[src/design/fcs_map.svh]
`ifndef FCS_MAP_SVH
`define FCS_MAP_SVH

// ============================================================
// Clock and pin timing
`define FCS_CLK_NS      8
`define FCS_T_WP_NS     35
`define FCS_T_ACC_NS    70
`define FCS_T_RP_NS     500
// Least times round up to whole clock cycles
`define FCS_WP_CYC      ((`FCS_T_WP_NS + `FCS_CLK_NS - 1) / `FCS_CLK_NS)
`define FCS_ACC_CYC     ((`FCS_T_ACC_NS + `FCS_CLK_NS - 1) / `FCS_CLK_NS)
`define FCS_RP_CYC      ((`FCS_T_RP_NS + `FCS_CLK_NS - 1) / `FCS_CLK_NS)
// Synchroniser depth added to every read
`define FCS_SYNC_CYC    3

// ============================================================
// Bus widths
`define FCS_AW          21
`define FCS_DW          16
`define FCS_SW          17

// ============================================================
// Query entry command
`define FCS_QRY_CMD     8'h98
`define FCS_QRY_WADDR   21'h000055
`define FCS_QRY_BADDR   21'h0000AA

// ============================================================
// Command codes (arbitrary defaults, not known for the part)
`define FCS_UNLK1_ADDR  21'h000123
`define FCS_UNLK1_DATA  8'hC3
`define FCS_UNLK2_ADDR  21'h000321
`define FCS_UNLK2_DATA  8'h3C
`define FCS_CMD_ADDR    21'h000123
`define FCS_PROG_CMD    8'hA5
`define FCS_ASEL_CMD    8'h5A
`define FCS_RST_CMD     8'hFF

// ============================================================
// Status bit positions
`define FCS_POLL_BIT    7
`define FCS_EXTO_BIT    5
`define FCS_RB_BIT      16

// ============================================================
// Sequence lengths
`define FCS_PROG_STEPS  3'h4
`define FCS_ASEL_STEPS  3'h3
`define FCS_ONE_STEP    3'h1

`endif

[src/design/fcs_pkg.sv]
package fcs_pkg;

	// ============================================================
	// User operations
	typedef enum logic [2:0] {
		FCS_OP_READ    = 3'h0,
		FCS_OP_PROG    = 3'h1,
		FCS_OP_ASEL    = 3'h2,
		FCS_OP_QRY     = 3'h3,
		FCS_OP_RESET   = 3'h4,
		FCS_OP_HWRST   = 3'h5
	} fcs_op_e;

	// ============================================================
	// Device mode as tracked by the controller
	typedef enum logic [1:0] {
		FCS_MD_ARRAY   = 2'h0,
		FCS_MD_ASEL    = 2'h1,
		FCS_MD_QRY     = 2'h2,
		FCS_MD_QRY_AS  = 2'h3
	} fcs_mode_e;

	// ============================================================
	// Bus engine states, one-hot
	typedef enum logic [5:0] {
		FCS_ST_IDLE    = 6'h01,
		FCS_ST_WLOW    = 6'h02,
		FCS_ST_WHIGH   = 6'h04,
		FCS_ST_RLOW    = 6'h08,
		FCS_ST_EVAL    = 6'h10,
		FCS_ST_HRST    = 6'h20
	} fcs_state_e;

	// ============================================================
	// User request
	typedef struct packed {
		fcs_op_e       op;
		logic [20:0]   addr;
		logic [15:0]   data;
	} fcs_req_s;

	// ============================================================
	// Flash pin drive
	typedef struct packed {
		logic          ce_n;
		logic          we_n;
		logic          oe_n;
		logic          rst_n;
		logic          byte_n;
		logic          dq_oe;
		logic [20:0]   addr;
		logic [15:0]   dq_out;
	} fcs_pins_s;

endpackage

[src/design/fcs_host_ctrl.sv]
`timescale 1ns/1ps
`include "fcs_map.svh"

// Behaviour
// - Reset command leaves autoselect mode
// - Exceeded-timing flag set: host writes reset
// - Two unlocks plus autoselect command enter autoselect
// - Program is two unlocks, setup, address/data
// - Writes ignored while busy; hardware reset aborts
// - Query entry writes 98h at 55h/AAh
module fcs_host_ctrl
	import fcs_pkg::*;
#(
	parameter logic [20:0] UNLK1_ADDR = `FCS_UNLK1_ADDR,
	parameter logic [7:0]  UNLK1_DATA = `FCS_UNLK1_DATA,
	parameter logic [20:0] UNLK2_ADDR = `FCS_UNLK2_ADDR,
	parameter logic [7:0]  UNLK2_DATA = `FCS_UNLK2_DATA,
	parameter logic [20:0] CMD_ADDR   = `FCS_CMD_ADDR,
	parameter logic [7:0]  PROG_CMD   = `FCS_PROG_CMD,
	parameter logic [7:0]  ASEL_CMD   = `FCS_ASEL_CMD,
	parameter logic [7:0]  RST_CMD    = `FCS_RST_CMD
)(
	// Clock and reset
	input  wire logic                  clk_in,
	input  wire logic                  sys_rst_in,
	// User request port
	input  wire logic                  req_valid_in,
	input  wire fcs_req_s              req_in,
	input  wire logic                  byte_mode_in,
	output logic                       busy_out,
	output logic                       done_out,
	output logic                       fail_out,
	output logic      [`FCS_DW-1:0]    rdata_out,
	output fcs_mode_e                  mode_out,
	// Flash pins
	output fcs_pins_s                  flash_out,
	input  wire logic [`FCS_DW-1:0]    flash_dq_in,
	input  wire logic                  ready_busy_n_in
);

	// ============================================================
	// Pin synchroniser
	logic [`FCS_SW-1:0] sync_w;        // Clean {ready_busy_n, dq}

	fcs_pin_sync u_sync (
		.clk_in     (clk_in),
		.sys_rst_in (sys_rst_in),
		.pin_in     ({ready_busy_n_in, flash_dq_in}),
		.sync_out   (sync_w)
	);

	// ============================================================
	// State
	fcs_state_e          st_q,    st_d;       // Bus engine state
	fcs_op_e             op_q,    op_d;       // Operation in flight
	fcs_mode_e           mode_q,  mode_d;     // Device mode
	fcs_pins_s           pin_q,   pin_d;      // Pin drive
	logic [20:0]         addr_q,  addr_d;     // Target address
	logic [15:0]         data_q,  data_d;     // Target data
	logic [2:0]          step_q,  step_d;     // Write cycle index
	logic [7:0]          cnt_q,   cnt_d;      // Phase counter
	logic                rchk_q,  rchk_d;     // Exceeded flag recheck
	logic                done_q,  done_d;     // Completion pulse
	logic                fail_q,  fail_d;     // Sticky program failure
	logic [15:0]         rdat_q,  rdat_d;     // Last read data
	logic [2:0]          nstep;               // Cycles in the sequence
	logic [20:0]         waddr;               // Address of this cycle
	logic [15:0]         wdata;               // Bus word of this cycle
	logic                last_w;              // Final write cycle
	logic                busy_q,  busy_d;     // Registered busy flag

	// ============================================================
	// Sequence length of the operation in flight
	always_comb begin
		case (op_q)
			FCS_OP_PROG: begin
				nstep = `FCS_PROG_STEPS;
			end
			FCS_OP_ASEL: begin
				nstep = `FCS_ASEL_STEPS;
			end
			default: begin
				nstep = `FCS_ONE_STEP;
			end
		endcase
		last_w = (step_q == nstep - 3'h1);
	end

	// ============================================================
	// Command sequence tables, indexed by the next cycle so the
	// address changes on the same edge as the write strobe falls
	always_comb begin
		waddr = addr_d;
		wdata = {8'h00, RST_CMD};
		case (op_d)
			// Unlock, unlock, setup, address/data
			FCS_OP_PROG: begin
				waddr = (step_d == 3'h0) ? UNLK1_ADDR :
				        (step_d == 3'h1) ? UNLK2_ADDR :
				        (step_d == 3'h2) ? CMD_ADDR : addr_d;
				wdata = (step_d == 3'h0) ? {8'h00, UNLK1_DATA} :
				        (step_d == 3'h1) ? {8'h00, UNLK2_DATA} :
				        (step_d == 3'h2) ? {8'h00, PROG_CMD} : data_d;
			end
			// Unlock, unlock, autoselect command
			FCS_OP_ASEL: begin
				waddr = (step_d == 3'h0) ? UNLK1_ADDR :
				        (step_d == 3'h1) ? UNLK2_ADDR : CMD_ADDR;
				wdata = (step_d == 3'h0) ? {8'h00, UNLK1_DATA} :
				        (step_d == 3'h1) ? {8'h00, UNLK2_DATA} :
				        {8'h00, ASEL_CMD};
			end
			// Query entry, address by bus width
			FCS_OP_QRY: begin
				waddr = byte_mode_in ? `FCS_QRY_BADDR
				                     : `FCS_QRY_WADDR;
				wdata = {8'h00, `FCS_QRY_CMD};
			end
			// Reset command, address ignored by the device
			default: begin
				waddr = addr_d;
				wdata = {8'h00, RST_CMD};
			end
		endcase
	end

	// ============================================================
	// Bus engine next state
	always_comb begin
		st_d   = st_q;
		op_d   = op_q;
		mode_d = mode_q;
		addr_d = addr_q;
		data_d = data_q;
		step_d = step_q;
		cnt_d  = cnt_q + 8'h01;
		rchk_d = rchk_q;
		done_d = 1'b0;
		fail_d = fail_q;
		rdat_d = rdat_q;
		case (st_q)
			// Wait for a request
			FCS_ST_IDLE: begin
				cnt_d = 8'h00;
				if (req_valid_in) begin
					op_d   = req_in.op;
					addr_d = req_in.addr;
					data_d = req_in.data;
					step_d = 3'h0;
					rchk_d = 1'b0;
					fail_d = 1'b0;
					if (req_in.op == FCS_OP_HWRST) begin
						st_d = FCS_ST_HRST;
					end else if (req_in.op == FCS_OP_READ) begin
						st_d = FCS_ST_RLOW;
					end else begin
						st_d = FCS_ST_WLOW;
					end
				end
			end
			// Strobe low for the write pulse width
			FCS_ST_WLOW: begin
				if (cnt_q == 8'(`FCS_WP_CYC - 1)) begin
					st_d  = FCS_ST_WHIGH;
					cnt_d = 8'h00;
				end
			end
			// Strobe high, data held one cycle more
			FCS_ST_WHIGH: begin
				cnt_d  = 8'h00;
				step_d = step_q + 3'h1;
				if (!last_w) begin
					st_d = FCS_ST_WLOW;
				end else if (op_q == FCS_OP_PROG) begin
					// Poll the target until the algorithm ends
					st_d = FCS_ST_RLOW;
				end else begin
					st_d = FCS_ST_IDLE;
					done_d = 1'b1;
					case (op_q)
						FCS_OP_ASEL: begin
							mode_d = FCS_MD_ASEL;
						end
						FCS_OP_QRY: begin
							mode_d = (mode_q == FCS_MD_ASEL) ?
							         FCS_MD_QRY_AS : FCS_MD_QRY;
						end
						default: begin
							mode_d = (mode_q == FCS_MD_QRY_AS) ?
							         FCS_MD_ASEL : FCS_MD_ARRAY;
						end
					endcase
				end
			end
			// Output enable low for access plus sync delay
			FCS_ST_RLOW: begin
				if (cnt_q == 8'(`FCS_ACC_CYC + `FCS_SYNC_CYC - 1)) begin
					st_d   = FCS_ST_EVAL;
					cnt_d  = 8'h00;
					rdat_d = sync_w[`FCS_DW-1:0];
				end
			end
			// Judge the read
			FCS_ST_EVAL: begin
				cnt_d = 8'h00;
				if (op_q != FCS_OP_PROG) begin
					st_d   = FCS_ST_IDLE;
					done_d = 1'b1;
				end else if ((rdat_q[`FCS_POLL_BIT] ==
				              data_q[`FCS_POLL_BIT]) &&
				             sync_w[`FCS_RB_BIT]) begin
					// Polling bit matches and device ready
					st_d   = FCS_ST_IDLE;
					done_d = 1'b1;
				end else if (rdat_q[`FCS_EXTO_BIT] && rchk_q) begin
					// Timed out: reset back to read-array
					fail_d = 1'b1;
					op_d   = FCS_OP_RESET;
					step_d = 3'h0;
					st_d   = FCS_ST_WLOW;
				end else begin
					rchk_d = rdat_q[`FCS_EXTO_BIT];
					st_d   = FCS_ST_RLOW;
				end
			end
			// Hardware reset pulse aborts everything
			FCS_ST_HRST: begin
				mode_d = FCS_MD_ARRAY;
				if (cnt_q == 8'(`FCS_RP_CYC - 1)) begin
					st_d   = FCS_ST_IDLE;
					cnt_d  = 8'h00;
					done_d = 1'b1;
				end
			end
			default: begin
				st_d = FCS_ST_IDLE;
			end
		endcase
		// Busy whenever the engine is away from idle
		busy_d = (st_d != FCS_ST_IDLE);
	end

	// ============================================================
	// Pin drive from the next state
	always_comb begin
		pin_d        = '0;
		pin_d.ce_n   = 1'b1;
		pin_d.we_n   = 1'b1;
		pin_d.oe_n   = 1'b1;
		pin_d.rst_n  = (st_d != FCS_ST_HRST);
		pin_d.byte_n = !byte_mode_in;
		pin_d.addr   = pin_q.addr;
		case (st_d)
			// Both strobes low; after a previous write cycle only the write strobe falls
			FCS_ST_WLOW: begin
				pin_d.ce_n   = 1'b0;
				pin_d.we_n   = 1'b0;
				pin_d.dq_oe  = 1'b1;
				pin_d.addr   = waddr;
				pin_d.dq_out = wdata;
			end
			// Write strobe rises first; chip select stays low unless idle follows
			FCS_ST_WHIGH: begin
				pin_d.ce_n   = 1'b0;
				pin_d.dq_oe  = 1'b1;
				pin_d.dq_out = pin_q.dq_out;
			end
			// Read cycle
			FCS_ST_RLOW: begin
				pin_d.ce_n   = 1'b0;
				pin_d.oe_n   = 1'b0;
				pin_d.addr   = addr_d;
			end
			default: begin
				pin_d.ce_n   = 1'b1;
			end
		endcase
	end

	// ============================================================
	// Registers
	always_ff @(posedge clk_in) begin
		if (sys_rst_in) begin
			st_q   <= FCS_ST_HRST;
			op_q   <= FCS_OP_HWRST;
			mode_q <= FCS_MD_ARRAY;
			busy_q <= 1'b1;
			// Strobes idle high, device held in reset
			pin_q  <= '{ce_n: 1'b1, we_n: 1'b1, oe_n: 1'b1,
			           byte_n: 1'b1, default: '0};
			addr_q <= '0;
			data_q <= '0;
			step_q <= 3'h0;
			cnt_q  <= 8'h00;
			rchk_q <= 1'b0;
			done_q <= 1'b0;
			fail_q <= 1'b0;
			rdat_q <= '0;
		end else begin
			st_q   <= st_d;
			op_q   <= op_d;
			mode_q <= mode_d;
			pin_q  <= pin_d;
			addr_q <= addr_d;
			data_q <= data_d;
			step_q <= step_d;
			cnt_q  <= cnt_d;
			rchk_q <= rchk_d;
			done_q <= done_d;
			fail_q <= fail_d;
			rdat_q <= rdat_d;
			busy_q <= busy_d;
		end
	end

	// Outputs straight from flops
	assign busy_out  = busy_q;
	assign done_out  = done_q;
	assign fail_out  = fail_q;
	assign rdata_out = rdat_q;
	assign mode_out  = mode_q;
	assign flash_out = pin_q;
endmodule

[src/design/fcs_pin_sync.sv]
`timescale 1ns/1ps
`include "fcs_map.svh"

// Three-stage pin synchroniser; a bit moves once stages 2 and 3 agree
module fcs_pin_sync
	import fcs_pkg::*;
(
	// Clock and reset
	input  wire logic                  clk_in,
	input  wire logic                  sys_rst_in,
	// Pins and clean copy
	input  wire logic [`FCS_SW-1:0]    pin_in,
	output logic      [`FCS_SW-1:0]    sync_out
);

	// ============================================================
	// Per-bit chain
	genvar i;
	generate
		for (i = 0; i < `FCS_SW; i++) begin : g_bit
			logic s1_q;        // Metastable stage, read by s2 only
			logic s2_q;        // Second stage
			logic s3_q;        // Third stage
			logic o_q;         // Accepted level
			logic s1_d;
			logic s2_d;
			logic s3_d;
			logic o_d;

			// Next values
			always_comb begin
				s1_d = pin_in[i];
				s2_d = s1_q;
				s3_d = s2_q;
				// Accept only when stages agree
				o_d = (s2_q == s3_q) ? s3_q : o_q;
			end

			// Registers
			always_ff @(posedge clk_in) begin
				if (sys_rst_in) begin
					s1_q <= 1'b0;
					s2_q <= 1'b0;
					s3_q <= 1'b0;
					o_q  <= 1'b0;
				end else begin
					s1_q <= s1_d;
					s2_q <= s2_d;
					s3_q <= s3_d;
					o_q  <= o_d;
				end
			end

			assign sync_out[i] = o_q;
		end
	endgenerate

endmodule

[config.mk]
export PLATFORM = sky130hd
export DESIGN_NAME = fcs_host_ctrl
export DESIGN_NICKNAME = d
export VERILOG_FILES = /design/src/design/fcs_pkg.sv /design/src/design/fcs_host_ctrl.sv /design/src/design/fcs_pin_sync.sv
export VERILOG_INCLUDE_DIRS = /design/src /design/src/design
export SDC_FILE = /design/constraint.sdc
export NUM_CORES = 1
export LEC_CHECK = 0
export CAP_MARGIN = 20
export CORE_MARGIN = 2
export CORE_UTILIZATION = 45
export DETAILED_ROUTE_END_ITERATION = 8
export DONT_BUFFER_PORTS = 1
export HOLD_SLACK_MARGIN = 0.02
export PLACE_DENSITY = 0.71
export SYNTH_ARGS = -nofsm -noshare
export SYNTH_HDL_FRONTEND = slang
export SYNTH_SLANG_ARGS = --single-unit
[constraint.sdc]
create_clock -name clk_in -period 2.8 [get_ports clk_in]
set_clock_uncertainty 0.05 [all_clocks]
set_input_delay 0.56 -clock clk_in [delete_from_list [all_inputs] [get_ports clk_in]]
set_output_delay 0.56 -clock clk_in [all_outputs]
set_load 0.005 [all_outputs]
==> results of run 1 <==
[power groups by stage]
stage	registers [µW]	clock network (µW)	logic (µW)
2_1_floorplan	2840	0	159
4_1_cts	2790	2450	150
5_1_grt	2800	2570	175
6_report	2790	2390	156
3_3_place_gp	2850	0	146
3_5_place_dp	2850	0	149
[critical path, delay by kind of cell (launching register included)]
kind | cells | cell delay, ns
and+or+nand+nor | 4 | 1.17
AOI/OAI and AO/OA | 2 | 0.50
muxes | 1 | 0.45
DFF | 1 | 0.38
[Yosys cell counts (5+ instances only)]
| library cell | number | share of area (%) |
|---|---|---|
| a211oi_1 | 8 | 0.82 |
| xor2_1 | 6 | 0.72 |
| a32o_1 | 11 | 1.5 |
| clkbuf_1 | 20 | 1.0 |
| nor3_1 | 12 | 0.82 |
| a211o_1 | 5 | 0.60 |
| buf_2 | 13 | 0.89 |
| nor2_1 | 70 | 3.6 |
| nand2_1 | 88 | 4.5 |
| a21oi_1 | 47 | 3.2 |
| inv_1 | 13 | 0.66 |
| nand3_1 | 16 | 1.1 |
| nor2b_1 | 52 | 4.4 |
| nand2b_1 | 5 | 0.43 |
| o21ai_0 | 27 | 1.8 |
| mux2i_1 | 39 | 5.3 |
| o21a_1 | 5 | 0.51 |
| o31ai_1 | 11 | 1.1 |
| dfxtp_1 | 190 | 52 |
[worst max-delay path by stage]
stage                            start                    endpoint  slack, ns
finish              st_q[5]$_SDFF_PP1_  flash_out[23]$_SDFFE_PP0P_       0.13
global route        st_q[5]$_SDFF_PP1_  flash_out[17]$_SDFFE_PP0P_      -0.02
CTS                 st_q[5]$_SDFF_PP1_   flash_out[9]$_SDFFE_PP0P_       0.09
detailed placement  st_q[5]$_SDFF_PP1_  flash_out[12]$_SDFFE_PP0P_      -0.01
global placement    st_q[5]$_SDFF_PP1_   flash_out[8]$_SDFFE_PP0P_        0.1
floorplan           st_q[2]$_SDFF_PP0_   flash_out[3]$_SDFFE_PP0P_       0.25
[per-stage QoR]
| step | total power, µW | instances | instance area (µm²) |
|---|---|---|---|
| finish | 5340 | 1000 | 8330 |
| global route | 5540 | 1000 | 8330 |
| CTS | 5390 | 996 | 8270 |
| detailed placement | 3000 | 964 | 7680 |
| global placement | 3000 | 964 | 7680 |
| floorplan | 2990 | 757 | 7350 |
[layout make-up]
cell class	count	area, µm²
Multi-Input combinational cell	513	3340
Tap cell	216	270
Timing Repair Buffer	36	283
Clock buffer	19	443
Clock inverter	13	144
Sequential cell	190	3800
Fill cell	1478	7610
Inverter	13	48.8
[registers in the layout (all words and copies together), names as in the netlist, 8 cells and up]
| name | cells |
|---|---|
| data_q | 16 |
| addr_q | 21 |
| u_sync.g_bit.o_q | 17 |
| cnt_q | 8 |
| u_sync.g_bit.s1_q | 17 |
| rdata_out | 16 |
| flash_out | 43 |
| u_sync.g_bit.s2_q | 17 |
| u_sync.g_bit.s3_q | 17 |
[kinds of logic after synthesis]
family | count (synthesis) | synth area share [%]
xor gates and xnor gates | 9 | 1.07
and+or+nand+nor | 290 | 20.5
AOI/OAI and AO/OA | 167 | 16.6
DFF | 190 | 51.8
muxes | 43 | 5.98
buffers and inverters | 54 | 3.40
adders and majority gates | 4 | 0.681
[what timing repair did]
item / CTS / global route
pin swaps: 0 / 3
setup buffers: 0 / 4
gates cloned: 0 / 0
endpoints found under the setup margin: 2 / 27
resized for setup: 1 / 6
[per-layer routing]
| layer | vias up | global-route usage (%) |
|---|---|---|
| li1 | 2694 | - |
| met1 | 2499 | 24.3 |
| met2 | 148 | 30.5 |
| met3 | 19 | 7.84 |
| met4 | 0 | 6.04 |
| met5 | - | 0 |
==> results.sh, run 1 <==
export IMPL_status="completed"
export IMPL_synth_edf_count=0
export IMPL_rr_worst_depth=7
export IMPL_antenna_found_initial=0
export IMPL_cts_tree="done"
export IMPL_clkPwrFrac_pct=44.8
export IMPL_track_usage_pct=19.3
export IMPL_syn_num_nets=822
export IMPL_cts_root_buf="clkbuf_16"
export IMPL_min_period_ns=2.67
export IMPL_grt_overflow=0
export IMPL_whs_endpoint="flash_out[38]$_SDFF_PP1_"
export IMPL_wl_met2_um=7780
export IMPL_worstReg2RegStart="st_q[5]$_SDFF_PP1_"
export IMPL_numCtsBuffers=17
export IMPL_ys_ff_latch=190
export IMPL_cts_reportedPaths_clkPinSlew_ns=0.07
export IMPL_dieArea_um2=17400
export IMPL_ys_seq_area_share_pct=51.8
export IMPL_wl_per_cell_um=16.6
export IMPL_highest_layer="met4"
export IMPL_setup_tns_ns=0
export IMPL_vias=5360
export IMPL_dp_slack_ns=-0.0128
export IMPL_final_cell_mix="dfxtp_1 (189), nand2_1 (88), nor2_1 (70)"
export IMPL_final_period_utilization_pct=95.3
export IMPL_comb_power_share_pct=2.9
export IMPL_antenna_left=0
export IMPL_pin_count=125
export IMPL_cp_max_fo=8
export IMPL_syn_to_final_growth_pct=13.4
export IMPL_initial_utilization_pct=46.1
export IMPL_wl_met1_um=7210
export IMPL_ys_flop_type="dfxtp_1"
export IMPL_fin_util_pct=52.3
export IMPL_die_w_um=132
export IMPL_max_stage_delay_ns=0.45
export IMPL_core_area_um2=15900
export IMPL_wl_met3_um=1410
export IMPL_sw_frac_of_total_pct=22.9
export IMPL_diodes=0
export IMPL_ir_drop_v=0.000485
export IMPL_syn_cell_area_um2=7350
export IMPL_cellPowerDensity_nw_per_um2=641
export IMPL_mostFrequentLayoutCell="dfxtp_1"
export IMPL_drt_iter0_drc=437
export IMPL_arrival_ns=2.93
export IMPL_finalSetupViolations=0
export IMPL_p_leak_uw=0.00299
export IMPL_grt_max_degree=154
export IMPL_critical_path_class="flip-flop to flip-flop"
export IMPL_first_pass_iters=5
export IMPL_hold_viol=0
export IMPL_slew_headroom_pct=65.0
export IMPL_worst_pin_slew_ns=0.520
export IMPL_startpoint_type="flip-flop"
export IMPL_seqPwrFrac_pct=52.3
export IMPL_slowest_stage="mux2_2"
export IMPL_nNetsFinal=836
export IMPL_p_int_uw=4120
export IMPL_wl_um=16600
export IMPL_cap_violations=0
export IMPL_clockBufferDepth=2
export IMPL_drc=0
export IMPL_hold_path_startpoint="byte_mode_in"
export IMPL_drive_gt1_share_pct=13.8
export IMPL_hold_path_class="input port to flip-flop"
export IMPL_cts_hold_buf=0
export IMPL_port_buffers=0
export IMPL_worstPathCellList="nor4_4, and4b_2, mux2_2, and4_1, o21a_1, a311oi_2, nor2_1"
export IMPL_htree_levels=4
export IMPL_slew_viol_final=0
export IMPL_grt_pass1_vias=5019
export IMPL_worst_slack_ns=0.132
export IMPL_p_sw_uw=1220
export IMPL_holdPathStages=1
export IMPL_hold_ws_ns=0.145
export IMPL_end_kind="flip-flop"
export IMPL_avgSynthCellArea_um2=9.71
export IMPL_die_y_um=132
export IMPL_grt_pass1_wl_um=26800
export IMPL_worstSkewPairLatency_ns=0.43
export IMPL_yosysWarnings=0
export IMPL_rrSetupSlack_ns=0.13
export IMPL_synth_cell_types=83
export IMPL_fmax_mhz=375
export IMPL_ys_async_sr_fraction_pct=0
export IMPL_routabilityCongestion=0.936
export IMPL_worstPathRequired_ns=3.06
export IMPL_rows=46
export IMPL_viasPerCell=5.36
export IMPL_reg2reg_to="flash_out[23]$_SDFFE_PP0P_"
export IMPL_cts_sinks=190
export IMPL_dp_hpwl_um=11600
export IMPL_syn_inst=757
Power figures use the tool's default switching activity.
==> run 2: changes to the inputs <==
Settings changed: PLACE_DENSITY 0.71 to default.
==> results.sh, run 2 (synthesized netlist as in run 1, its figures left out) <==
export IMPL_nNetsFinal=833
export IMPL_vias=5526
export IMPL_dp_hpwl_um=12300
export IMPL_cap_violations=0
export IMPL_cp_max_fo=22
export IMPL_mostFrequentLayoutCell="dfxtp_1"
export IMPL_worstPathCellList="nor4_4, nand4b_2, buf_4, o21a_1, a31oi_4, inv_1, a211oi_1, a221o_1"
export IMPL_hold_ws_ns=0.154
export IMPL_final_period_utilization_pct=95.8
export IMPL_numCtsBuffers=17
export IMPL_first_pass_iters=4
export IMPL_syn_to_final_growth_pct=13.4
export IMPL_port_buffers=0
export IMPL_cellPowerDensity_nw_per_um2=654
export IMPL_max_stage_delay_ns=0.39
export IMPL_end_kind="flip-flop"
export IMPL_setup_tns_ns=0
export IMPL_critPathLaunch="st_q[4]$_SDFF_PP0_"
export IMPL_rsz0062_at_grt="true"
export IMPL_cts_reportedPaths_clkPinSlew_ns=0.07
export IMPL_cts_root_buf="clkbuf_16"
export IMPL_cts_sinks=190
export IMPL_rows=46
export IMPL_cts_tree="done"
export IMPL_drt_iter0_drc=371
export IMPL_finalSetupViolations=0
export IMPL_rr_worst_depth=8
export IMPL_antenna_left=0
export IMPL_cts_hold_buf=0
export IMPL_min_period_ns=2.68
export IMPL_holdPathStages=1
export IMPL_arrival_ns=3.00
export IMPL_die_y_um=132
export IMPL_rrSetupSlack_ns=0.12
export IMPL_drc=0
export IMPL_p_leak_uw=0.00300
export IMPL_die_w_um=132
export IMPL_path_buf_inv=2
export IMPL_grt_pass1_wl_um=27900
export IMPL_startpoint_type="flip-flop"
export IMPL_fin_util_pct=52.3
export IMPL_grt_pass1_vias=5271
export IMPL_hold_path_class="input port to flip-flop"
export IMPL_critical_path_class="flip-flop to flip-flop"
export IMPL_whs_endpoint="flash_out[38]$_SDFF_PP1_"
export IMPL_reg2reg_to="flash_out[6]$_SDFFE_PP0P_"
export IMPL_status="completed"
export IMPL_worstReg2RegStart="st_q[4]$_SDFF_PP0_"
export IMPL_worst_pin_slew_ns=0.690
export IMPL_track_usage_pct=20.1
export IMPL_initial_utilization_pct=46.1
export IMPL_hold_path_startpoint="byte_mode_in"
export IMPL_slowest_stage="nor4_4"
export IMPL_largest_reg_flops=43
export IMPL_dpl_cell_area_um2=7650
export IMPL_diodes=0
export IMPL_dieArea_um2=17400
export IMPL_final_cell_mix="dfxtp_1 (188), nand2_1 (88), nor2_1 (69)"
export IMPL_antenna_found_initial=0
export IMPL_drive_gt1_share_pct=13.6
export IMPL_routabilityCongestion=0.890
export IMPL_worstSkewPairLatency_ns=0.43
export IMPL_core_area_um2=15900
export IMPL_hold_viol=0
export IMPL_slew_headroom_pct=53.8
export IMPL_worstPathRequired_ns=3.12
export IMPL_slew_viol_final=0
export IMPL_grt_overflow=0
export IMPL_fmax_mhz=373
export IMPL_wl_per_cell_um=17.3
export IMPL_wl_um=17300
export IMPL_clockBufferDepth=2
export IMPL_ir_drop_v=0.000443
export IMPL_crit_family="compound AO/OA/AOI/OAI gates"
export IMPL_grt_max_degree=154
export IMPL_htree_levels=4
export IMPL_fin_area_um2=8340
export IMPL_finalPower_uw=5450
export IMPL_pin_count=125
export IMPL_viasPerCell=5.54
==> run 2: worst max-delay path by stage <==
| stage | endpoint | cells after the start | slack [ns] |
|---|---|---|---|
| floorplan | flash_out[3]$_SDFFE_PP0P_ | 9 | 0.25 |
| global placement | flash_out[8]$_SDFFE_PP0P_ | 7 | 0.25 |
| detailed placement | flash_out[24]$_SDFFE_PP0P_ | 7 | 0.1 |
| CTS | flash_out[24]$_SDFFE_PP0P_ | 7 | 0.07 |
| global route | flash_out[6]$_SDFFE_PP0P_ | 8 | -0.02 |
| finish | flash_out[6]$_SDFFE_PP0P_ | 8 | 0.12 |
==> run 2: final cells by class <==
cell class | instances | area, µm²
timing repair buffer | 33 | 248
inverter | 13 | 48.8
clock buffer | 21 | 460
fill | 1493 | 7610
tap | 216 | 270
clock inverter | 11 | 154
multi-input combinational | 513 | 3350
sequential | 190 | 3810
==> run 2: per-layer routing <==
layer	global-route usage (%)	share of wire [%]
met1	25.1	43
met5	0	0
met4	9.00	2.6
met3	7.42	7.5
met2	31.1	47
==> run 2: worst reg2reg max path: cells and delay by family, from the launching register on <==
kind                   cells  cell delay, ns
AOI/OAI and AO/OA          4            1.07
buffers and inverters      2            0.46
DFF                        1            0.38
and+or+nand+nor            2            0.68
==> run 2: through the flow <==
stage | instances | setup WS, ns
after floorplan | 757 | 0.253
after global routing | 997 | -0.0176
after global placement | 963 | 0.245
final | 997 | 0.117
after detailed placement | 963 | 0.0973
after CTS | 995 | 0.0718
==> run 2: timing repair <==
| item | CTS | global route |
|---|---|---|
| setup buffers | 0 | 2 |
| endpoints found under the setup margin | 0 | 24 |
| resized for setup | 0 | 11 |
==> run 2: power by group <==
group	internal (µW)	switching, µW
Sequential	2760	34.6
Combinational	73.9	87.8
Clock	1470	1030
Total	4290	1160
